**src/fbsio_pkg.sv**
```systemverilog
// Constants for the fieldbus slave state and process-data objects.
// Assumes a single device clock; imported by the register bank, the master model and the testbench.
`default_nettype none

package fbsio_pkg;

  // ****************************************************************
  // Object indices and subindices
  // ****************************************************************
  localparam logic [15:0] IDX_STATE_REQUEST = 16'h0120;
  localparam logic [15:0] IDX_STATE_REPORT  = 16'h0130;
  localparam logic [15:0] IDX_ERROR_CODE    = 16'h0134;
  localparam logic [15:0] IDX_INPUT_OBJ     = 16'h4000;
  localparam logic [15:0] IDX_IO_STATUS     = 16'h4001;
  localparam logic [15:0] IDX_OUTPUT_OBJ    = 16'h5000;
  localparam logic [7:0]  SUB_COUNT         = 8'h00;
  localparam logic [7:0]  SUB_LOW           = 8'h01;
  localparam logic [7:0]  SUB_HIGH          = 8'h02;
  localparam logic [7:0]  CNT_BYTE_OBJ      = 8'h02;
  localparam logic [7:0]  CNT_STATUS_OBJ    = 8'h01;

  // ****************************************************************
  // Field layout of the request and report words
  // ****************************************************************
  localparam int STATE_LSB = 0;
  localparam int STATE_MSB = 3;
  localparam int FLAG_BIT  = 4;
  localparam int IO_FAULTS = 6;

  // ****************************************************************
  // Device states and error codes
  // ****************************************************************
  typedef enum logic [3:0] {
    FBSIO_INIT   = 4'h1,
    FBSIO_PREOP  = 4'h2,
    FBSIO_BOOT   = 4'h3,
    FBSIO_SAFEOP = 4'h4,
    FBSIO_OP     = 4'h8
  } fbsio_state_t;

  localparam logic [15:0] ERR_NONE    = 16'h0000;
  localparam logic [15:0] ERR_INVALID = 16'h0011;
  localparam logic [15:0] ERR_UNKNOWN = 16'h0012;
  localparam logic [15:0] ERR_WATCHDOG = 16'h001b;

endpackage : fbsio_pkg

`default_nettype wire

```
**src/fbsio_regs.sv**
```systemverilog
// Device state machine, state registers and process-data objects.
// Assumes a master writes and reads objects by index and subindex on
// clk; pins din, io_fault and comm_fail are asynchronous.
//
// Contract
// RQ1: Request write starts matching state transition
// RQ2: Request field bits 0-3, five state codes
// RQ3: Bit 4 written one clears change flag
// RQ4: Master writes reserved bits 5-7 as zero
// RQ5: Report bits 0-3 show current state
// RQ6: Flag set on change/error, clear on confirm
// RQ7: Error code register holds 16-bit code
// RQ8: Refused transition sets flag and code
// RQ9: Codes 0x11 invalid, 0x12 unknown, state kept
// RQ10: Leaving operational drives substitute outputs
// RQ11: Input object two bytes, count two
// RQ12: Status word bits 0-5 flag supply faults
// RQ13: Output object two bytes, count two
`timescale 1ns/10ps
`default_nettype none

module fbsio_regs
  import fbsio_pkg::*;
#(
  parameter logic [15:0] SAFE_VALUE = 16'h0000
)(
  input  wire logic        clk,
  input  wire logic        rst_b,
  input  wire logic [15:0] obj_index,
  input  wire logic [7:0]  obj_sub,
  input  wire logic        obj_wr,
  input  wire logic        obj_rd,
  input  wire logic [15:0] obj_wdata,
  output var  logic [31:0] obj_rdata,
  input  wire logic [15:0] din,
  input  wire logic [5:0]  io_fault,
  input  wire logic        comm_fail,
  output var  logic [15:0] dout
);

  // ****************************************************************
  // Pin synchronisers
  // ****************************************************************
  localparam int SW = 16 + IO_FAULTS + 1;

  logic [SW-1:0] s1_q, s2_q, s3_q, pins_q;
  logic          unused_rsv;

  // Three stages; a change counts once stages two and three agree
  always_ff @(posedge clk)
  begin
    if (!rst_b)
    begin
      s1_q   <= '0;
      s2_q   <= '0;
      s3_q   <= '0;
      pins_q <= '0;
    end
    else
    begin
      s1_q <= {comm_fail, io_fault, din};
      s2_q <= s1_q;
      s3_q <= s2_q;
      for (int i = 0; i < SW; i++)
        if (s2_q[i] == s3_q[i])
          pins_q[i] <= s3_q[i];
    end
  end

  wire logic [15:0] in_bits  = pins_q[15:0];
  wire logic [5:0]  faults   = pins_q[16 +: IO_FAULTS];
  wire logic        fail_s   = pins_q[SW-1];

  // ****************************************************************
  // Transition checks
  // ****************************************************************
  function automatic logic known_code(input logic [3:0] c);
    known_code = (c == FBSIO_INIT) || (c == FBSIO_PREOP) ||
                 (c == FBSIO_BOOT) || (c == FBSIO_SAFEOP) ||
                 (c == FBSIO_OP);
  endfunction

  // Allowed moves; staying in a state is always allowed
  function automatic logic move_ok(input fbsio_state_t cur,
                                   input logic [3:0]   req);
    unique case (cur)
      FBSIO_INIT:   move_ok = (req == FBSIO_INIT) ||
                              (req == FBSIO_PREOP) || (req == FBSIO_BOOT);
      FBSIO_PREOP:  move_ok = (req == FBSIO_INIT) ||
                              (req == FBSIO_PREOP) || (req == FBSIO_SAFEOP);
      FBSIO_BOOT:   move_ok = (req == FBSIO_INIT) || (req == FBSIO_BOOT);
      FBSIO_SAFEOP,
      FBSIO_OP:     move_ok = (req != FBSIO_BOOT);
    endcase
  endfunction

  // ****************************************************************
  // Decode of the request write
  // ****************************************************************
  fbsio_state_t state_q, state_d;
  logic [3:0]   req_q;
  logic         ack_q, flag_q, flag_d;
  logic [15:0]  code_q, code_d, out_obj_q;

  wire logic       wr_ctl    = obj_wr && (obj_index == IDX_STATE_REQUEST);
  wire logic [3:0] req_code  = obj_wdata[STATE_MSB:STATE_LSB];     // RQ2
  wire logic       ack_bit   = obj_wdata[FLAG_BIT];                // RQ3
  wire logic       req_known = known_code(req_code);
  wire logic       req_ok    = req_known && move_ok(state_q, req_code);
  wire logic       comm_lost = fail_s && (state_q == FBSIO_OP);
  wire logic       take_req  = wr_ctl && req_ok && !comm_lost;
  wire logic       refuse    = wr_ctl && !req_ok && !comm_lost;    // RQ8
  wire logic       flag_set  = comm_lost || refuse;                // RQ6
  wire logic       flag_clr  = wr_ctl && (ack_bit || req_ok);      // RQ3
  assign unused_rsv = ^obj_wdata[15:FLAG_BIT+1];                   // RQ4

  // Next state: communication loss outranks a master request
  always_comb
  begin
    state_d = state_q;
    if (comm_lost)
      state_d = FBSIO_SAFEOP;                                      // RQ10
    else if (take_req)
      state_d = fbsio_state_t'(req_code);                          // RQ1
  end

  // Set beats clear so no event is lost
  assign flag_d = flag_set || (flag_q && !flag_clr);               // RQ6

  // Error code follows the outcome of the last event
  always_comb
  begin
    code_d = code_q;
    if (comm_lost)
      code_d = ERR_WATCHDOG;
    else if (refuse && !req_known)
      code_d = ERR_UNKNOWN;                                        // RQ9
    else if (refuse)
      code_d = ERR_INVALID;                                        // RQ9
    else if (take_req)
      code_d = ERR_NONE;                                           // RQ7
  end

  // ****************************************************************
  // State registers and output object
  // ****************************************************************
  wire logic wr_out_lo = obj_wr && (obj_index == IDX_OUTPUT_OBJ) &&
                         (obj_sub == SUB_LOW);
  wire logic wr_out_hi = obj_wr && (obj_index == IDX_OUTPUT_OBJ) &&
                         (obj_sub == SUB_HIGH);

  always_ff @(posedge clk)
  begin
    if (!rst_b)
    begin
      state_q   <= FBSIO_INIT;
      req_q     <= FBSIO_INIT;
      ack_q     <= 1'b0;
      flag_q    <= 1'b0;
      code_q    <= ERR_NONE;
      out_obj_q <= '0;
    end
    else
    begin
      state_q <= state_d;                                          // RQ1
      flag_q  <= flag_d;
      code_q  <= code_d;                                           // RQ7
      if (wr_ctl)
      begin
        req_q <= req_code;
        ack_q <= ack_bit;
      end
      if (wr_out_lo)
        out_obj_q[7:0] <= obj_wdata[7:0];                          // RQ13
      if (wr_out_hi)
        out_obj_q[15:8] <= obj_wdata[7:0];                         // RQ13
    end
  end

  // Pins take substitute values outside the operational state
  always_ff @(posedge clk)
  begin
    if (!rst_b)
      dout <= SAFE_VALUE;
    else
      dout <= (state_q == FBSIO_OP) ? out_obj_q : SAFE_VALUE;      // RQ10
  end

  // ****************************************************************
  // Read decode
  // ****************************************************************
  wire logic [31:0] rd_ctl    = {27'h0, ack_q, req_q};
  wire logic [31:0] rd_report = {27'h0, flag_q, state_q};          // RQ5
  wire logic [31:0] rd_code   = {16'h0, code_q};                   // RQ7
  wire logic [31:0] rd_cnt2   = {24'h0, CNT_BYTE_OBJ};
  wire logic [31:0] rd_in     = (obj_sub == SUB_COUNT) ? rd_cnt2 :
                                (obj_sub == SUB_LOW)
                                  ? {24'h0, in_bits[7:0]} :
                                (obj_sub == SUB_HIGH)
                                  ? {24'h0, in_bits[15:8]} : 32'h0; // RQ11
  wire logic [31:0] rd_stat   = (obj_sub == SUB_COUNT)
                                  ? {24'h0, CNT_STATUS_OBJ} :
                                (obj_sub == SUB_LOW)
                                  ? {26'h0, faults} : 32'h0;       // RQ12
  wire logic [31:0] rd_out    = (obj_sub == SUB_COUNT) ? rd_cnt2 :
                                (obj_sub == SUB_LOW)
                                  ? {24'h0, out_obj_q[7:0]} :
                                (obj_sub == SUB_HIGH)
                                  ? {24'h0, out_obj_q[15:8]} : 32'h0; // RQ13
  wire logic [31:0] rd_mux    =
    (obj_index == IDX_STATE_REQUEST) ? rd_ctl :
    (obj_index == IDX_STATE_REPORT)  ? rd_report :
    (obj_index == IDX_ERROR_CODE)    ? rd_code :
    (obj_index == IDX_INPUT_OBJ)     ? rd_in :
    (obj_index == IDX_IO_STATUS)     ? rd_stat :
    (obj_index == IDX_OUTPUT_OBJ)    ? rd_out : 32'h0;

  // Read data is captured at the edge that takes the strobe and then held
  always_ff @(posedge clk)
  begin
    if (!rst_b)
      obj_rdata <= '0;
    else if (obj_rd)
      obj_rdata <= rd_mux;
  end
endmodule // fbsio_regs

`default_nettype wire

```
**config.mk**
```make
export PLATFORM = sky130hd
export DESIGN_NAME = fbsio_regs
export DESIGN_NICKNAME = d
export VERILOG_FILES = /design/src/fbsio_pkg.sv /design/src/fbsio_regs.sv
export SDC_FILE = /design/constraint.sdc
export NUM_CORES = 1
export LEC_CHECK = 0
export BUFFER_PORTS_ARGS = -buffer_cell sky130_fd_sc_hd__buf_2
export CAP_MARGIN = 0
export CELL_PAD_IN_SITES_DETAIL_PLACEMENT = 1
export CELL_PAD_IN_SITES_GLOBAL_PLACEMENT = 2
export CORE_ASPECT_RATIO = 0.8
export CORE_MARGIN = 5
export CORE_UTILIZATION = 30
export CTS_CLUSTER_SIZE = 10
export DETAILED_ROUTE_END_ITERATION = 16
export PLACE_DENSITY = 0.83
export SLEW_MARGIN = 20
export SYNTH_ARGS = -nofsm -noshare
export SYNTH_HDL_FRONTEND = slang
export SYNTH_SLANG_ARGS = --single-unit
```
**constraint.sdc**
```tcl
create_clock -name clk -period 2.3 [get_ports clk]
set_clock_uncertainty 0.05 [all_clocks]
set_input_delay 0.345 -clock clk [delete_from_list [all_inputs] [get_ports clk]]
set_output_delay 0.345 -clock clk [all_outputs]
set_load 0.01 [all_outputs]
```
# After elaboration in Yosys (flattened, before gate mapping)
# Index checks and enable logic that the tools add are counted.
# word_totals
ff_bits	170
in_bits	67
out_inout_bits	48
wordCells	132
# classes
n_eq_ne	42
muxes	21
n_bitwise	1
reduce_logical	32
# ops
cell	count
$mux W8	12
$eq A16 B15 Y1 const B	3
$eq A16 B9 Y1 const B	3
$eq A1 B1 Y1	23
$mux W5	4
$eq A4 B2 Y1 const B	4
$logic_and A1 B1 Y1	13
$mux W6	2
$logic_or A1 B1 Y1	9
$eq A4 B1 Y1 const B	2
$eq A4 B3 Y1 const B	2
$eq A4 B4 Y1 const B	2
$eq A8 B1 Y1 const B	1
$eq A8 B2 Y1 const B	1
$logic_not A8 Y1	1
$mux W3	2
$logic_not A1 Y1	4
$ne A4 B2 Y1 const B	1
$pmux W1 S4	1
$reduce_bool A4 Y1	1
$reduce_or A2 Y1	2
$reduce_and A2 Y1	1
$reduce_bool A2 Y1	1
$not A1 Y1	1

# Logic depth before layout (Yosys ltp)
# depth
depth_word	12
depth_mapped	8
depth_no_buf	6

# Worst setup path after synthesis
# No wires, ideal clock.
# synth_path
path_type	input port to flip-flop
startpoint	input port obj_sub[3]
endpoint	register obj_rdata[6]
setup_ns	0.117
arrival_ns	2.080
t_required_ns	2.133
path_slack_ns	0.053
cell_stages	7
n_path_buf	1
path_cell_list	nor4_1 > nor3b_2 > and2_1 > buf_2 > mux2_2 > a22o_2 > a22o_1
# synth_between
elab_chain_len	10
word_cells_on_any_way	15
classes_between	2 x eq/ne; 12 x mux; 1 x reduce/logical
# synth_rtl
element	line	rtl
from (decl)	fbsio_regs.sv:30	input wire logic [7:0] obj_sub,
$eq A8 B2 Y1	fbsio_regs.sv:199, fbsio_regs.sv:208	
$mux W8	fbsio_regs.sv:209	? {24'h0, out_obj_q[15:8]} : 32'h0;
$mux W8	fbsio_regs.sv:207	? {24'h0, out_obj_q[7:0]} :
$mux W8	fbsio_regs.sv:205	wire logic [31:0] rd_out = (obj_sub == SUB_COUNT) ? rd_cnt2 :
$mux W8	fbsio_regs.sv:216	(obj_index == IDX_OUTPUT_OBJ) ? rd_out : 32'h0;
$mux W8	fbsio_regs.sv:215	(obj_index == IDX_IO_STATUS) ? rd_stat :
$mux W8 (*)	fbsio_regs.sv:214	(obj_index == IDX_INPUT_OBJ) ? rd_in :
$mux W8 (*)	fbsio_regs.sv:213	(obj_index == IDX_ERROR_CODE) ? rd_code :
$mux W8 (*)	fbsio_regs.sv:212	(obj_index == IDX_STATE_REPORT) ? rd_report :
$mux W8 (*)	fbsio_regs.sv:211	(obj_index == IDX_STATE_REQUEST) ? rd_ctl :
to (signal assigned)	fbsio_regs.sv:224	obj_rdata <= rd_mux;
to (decl)	fbsio_regs.sv:34	output var logic [31:0] obj_rdata,
# Mark *: on every way between the ends. The rest lies on a longest branch, timed or not.
# A chain may end at the register's enable or synchronous reset.

# Worst setup path in the final report
# layout_path
startpoint	register state_q[2]
endpoint	register code_q[0]
# layout_between
elab_chain_len	10
word_cells_on_any_way	20
classes_between	5 x eq/ne; 4 x mux; 11 x reduce/logical
# layout_rtl
element	line	rtl
from (decl)	fbsio_regs.sv:100	fbsio_state_t state_q, state_d;
from (signal assigned)	fbsio_regs.sv:165	state_q <= state_d;
$eq A4 B4 Y1 / $eq A4 B3 Y1 (equally long branches)	fbsio_regs.sv:86, fbsio_regs.sv:110	
$reduce_or A2 Y1	fbsio_regs.sv:86	unique case (cur)
$pmux W1 S4	fbsio_regs.sv:86	
$logic_and A1 B1 Y1	fbsio_regs.sv:109	wire logic req_ok = req_known && move_ok(state_q, req_code);
$logic_not A1 Y1	fbsio_regs.sv:112	wire logic refuse = wr_ctl && !req_ok && !comm_lost;
$logic_and A1 B1 Y1 (2 in series)	fbsio_regs.sv:112	
$mux W5 / $logic_and A1 B1 Y1 (equally long branches)	fbsio_regs.sv:138, fbsio_regs.sv:136	
$mux W5	fbsio_regs.sv:136	else if (refuse && !req_known)
$mux W5	fbsio_regs.sv:134	if (comm_lost)
to (signal assigned)	fbsio_regs.sv:167	code_q <= code_d;
to (decl)	fbsio_regs.sv:103	logic [15:0] code_q, code_d, out_obj_q;
# Parallel ways exist; a longest one is shown, timed or not.

==> reports/results.ini <==
[outcome]
status = completed

[sta]
rsz0062_at_grt = false
drv_slew = 0
setup-tns-final_ns = 0
setup_slack_ns = 0.249
timing.fmax_mhz = 488
hold_violations = 0
setup_violations = 0
layout_worst_path_cycle_share = 0.892
layout_min_cycle_time_ns = 2.05

[setup_path]
end_kind = register
worstSetupStartpointType = register
worstPathMaxFanout = 6
required_ns = 2.57
r2r_setup_slack_ns = 0.25
setup.worst_path.class = reg -> reg
arrival_ns = 2.32

[grt]
grt_max_degree = 64
met1_usage = 0.174
busiest_layer = met2
grt.total_usage = 0.142
met3_usage = 0.0544
grt_overflow = 0
grt_pass1_vias = 4539
use_met2 = 0.228
grt_pass1_wl_um = 23700
grt_antenna_before_repair = 2

[place]
dp_hpwl_um = 11100
place.port_buffers = 82
gp_congestion = 0.848
place_ws_ns = -0.104

[floorplanning]
io_pins = 115
die_w_um = 162
die_area_um2 = 21400
die-height_um = 132
core_um2 = 18200
start_util = 0.306
num_rows = 44

[clocking]
cts_buffer_depth = 2
cts_resized = 0
hold_buffers = 0
cts.sinks = 146
ctsHtreeMaxLevel = 4
insertion_delay_ns = 0.43
cts_setup_buffers = 0
cts-root-buf = clkbuf_16
tritoncts = yes
cts_buffers = 17
clk_pin_slew_ns = 0.06

[yosys]
yosysUniqueCellTypes = 60
async_flop_share = 0
ys_seq_area_frac = 0.525
muxShareOfSynthArea = 0.0539
ys.flop_type = dfxtp_1
ys_top_cells_by_area = dfxtp_1, and2_1, nand2_1
synth_area_per_cell_um2 = 9.66
synth.top_cell.area_share = 0.525
synth-xor-area-share = 0.00472
synthSimpleGateAreaFrac = 0.228
yosysTopAreaCell = dfxtp_1
synth_compound_area_frac = 0.120
synth_edf_count = 0
syn_inst = 576
synth_top_family_by_area = simple AND/OR/NAND/NOR gates
ys_seq_elements = 146
synth_fa_ha_area_frac = 0
synth_common_cells = dfxtp_1, and2_1, nand2_1
synth.most_common_cell = dfxtp_1
synth.cell_area_um2 = 5570
synth_warnings = 0

[final_layout]
diodes = 0
fill_cells = 2110
final_core_util = 0.371
drive_gt1_frac = 0.230
nNetsFinal = 739
areaGrowthSynthToFinish_pct = 21.0

[power]
vdd_drop_max_mv = 0.532
p_total_w = 0.00531
leakagePower_nw = 2.94
powerDensity_nw_per_um2 = 789

[hold_path]
hold_class = in -> reg

[flow_run]
drv_cap = 0

[route]
ant_nets = 0
finalWirelength_um = 15000
drc = 0
drtIter0Drc = 167
vias = 4335
wl_per_cell_um = 16.4
firstDrtPassIters = 4
via_per_inst = 4.74

==> critical path, stage by stage, from the launching register on <==
cell	delay (ns)
dfxtp_1	0.45
or4b_1	0.46
and3b_1	0.19
o22ai_1	0.15
and3_1	0.32
nand2_1	0.14
and3_1	0.19
==> cells in the final DEF (no fill, tap or decap), types with 3 or more instances in the layout <==
master | synthesis | routed
nand3_1 | 7 | 7
nor2_1 | 27 | 27
a22o_1 | 4 | 4
clkinv_4 | 0 | 3
and3b_1 | 3 | 3
nor3_1 | 5 | 5
buf_4 | 26 | 26
clkinv_2 | 0 | 5
o22ai_1 | 5 | 5
buf_2 | 4 | 82
nor4_1 | 3 | 3
o21ai_0 | 31 | 31
a22oi_1 | 4 | 4
a221oi_1 | 3 | 3
conb_1 | 1 | 24
clkbuf_16 | 0 | 17
mux2i_1 | 21 | 21
nand2b_1 | 4 | 4
and3_1 | 22 | 22
and2_1 | 71 | 71
a21oi_1 | 36 | 36
dfxtp_1 | 146 | 146
nor2b_1 | 6 | 6
a31oi_1 | 3 | 3
inv_1 | 9 | 9
mux2_2 | 8 | 8
a311oi_1 | 3 | 3
nand2_1 | 58 | 58
o2111ai_1 | 3 | 3
==> power breakdown <==
part	internal (W)	total (W)	switching [W]
Combinational	0.0000900	0.000227	0.000137
Clock	0.00140	0.00249	0.00109
Sequential	0.00258	0.00260	0.0000185
==> final timing paths <==
check                                 start         to  cells after the start
worst max-delay path             state_q[2]  code_q[0]                      6
worst min-delay path            io_fault[0]   s1_q[16]                      2
worst max register to register   state_q[2]  code_q[0]                      6
worst min register to register     s1_q[18]   s2_q[18]                      1
==> routing by layer <==
metal	up-vias	wire length, um	part of all wire
met5	-	23	0.0015
met4	4	223	0.015
met3	17	1010	0.067
met2	102	7110	0.47
met1	2094	6660	0.44
li1	2118	-	-
==> registers in the layout, indices dropped and copies added (netlist names) <==
signal	count
req_q	4
code_q	4
flag_q	1
pins_q	23
s3_q	23
out_obj_q	16
s2_q	23
s1_q	23
ack_q	1
state_q	4
dout	16
obj_rdata	8
==> cell families (layout without fill, tap and decap cells) <==
family          count (synthesis)  count (layout)
other cells                     1              24
simple gates                  226             226
compound gates                108             108
buf+inv                        63             148
mux                            29              29
flops                         146             146
xor+xnor                        3               3
==> final cells by class <==
cell class | instances | area [um^2] | share of cell area
flip-flops and latches | 146 | 2920 | 0.434
multi-input cells | 390 | 2360 | 0.350
repair buffers | 108 | 606 | 0.0899
clock buffers | 19 | 443 | 0.0658
well taps | 230 | 288 | 0.0427
clock inverters | 12 | 86.3 | 0.0128
inverters | 9 | 33.8 | 0.00502
==> metrics by stage <==
step,hold slack (ns),cells,area [um^2]
2_1_floorplan,0.362,599,5650
3_3_place_gp,0.368,883,6210
3_5_place_dp,0.370,883,6210
4_1_cts,0.0503,914,6740
5_1_grt,0.0536,914,6740
6_report,0.0707,914,6740
Note: power is estimated with default switching activity, not from simulation.
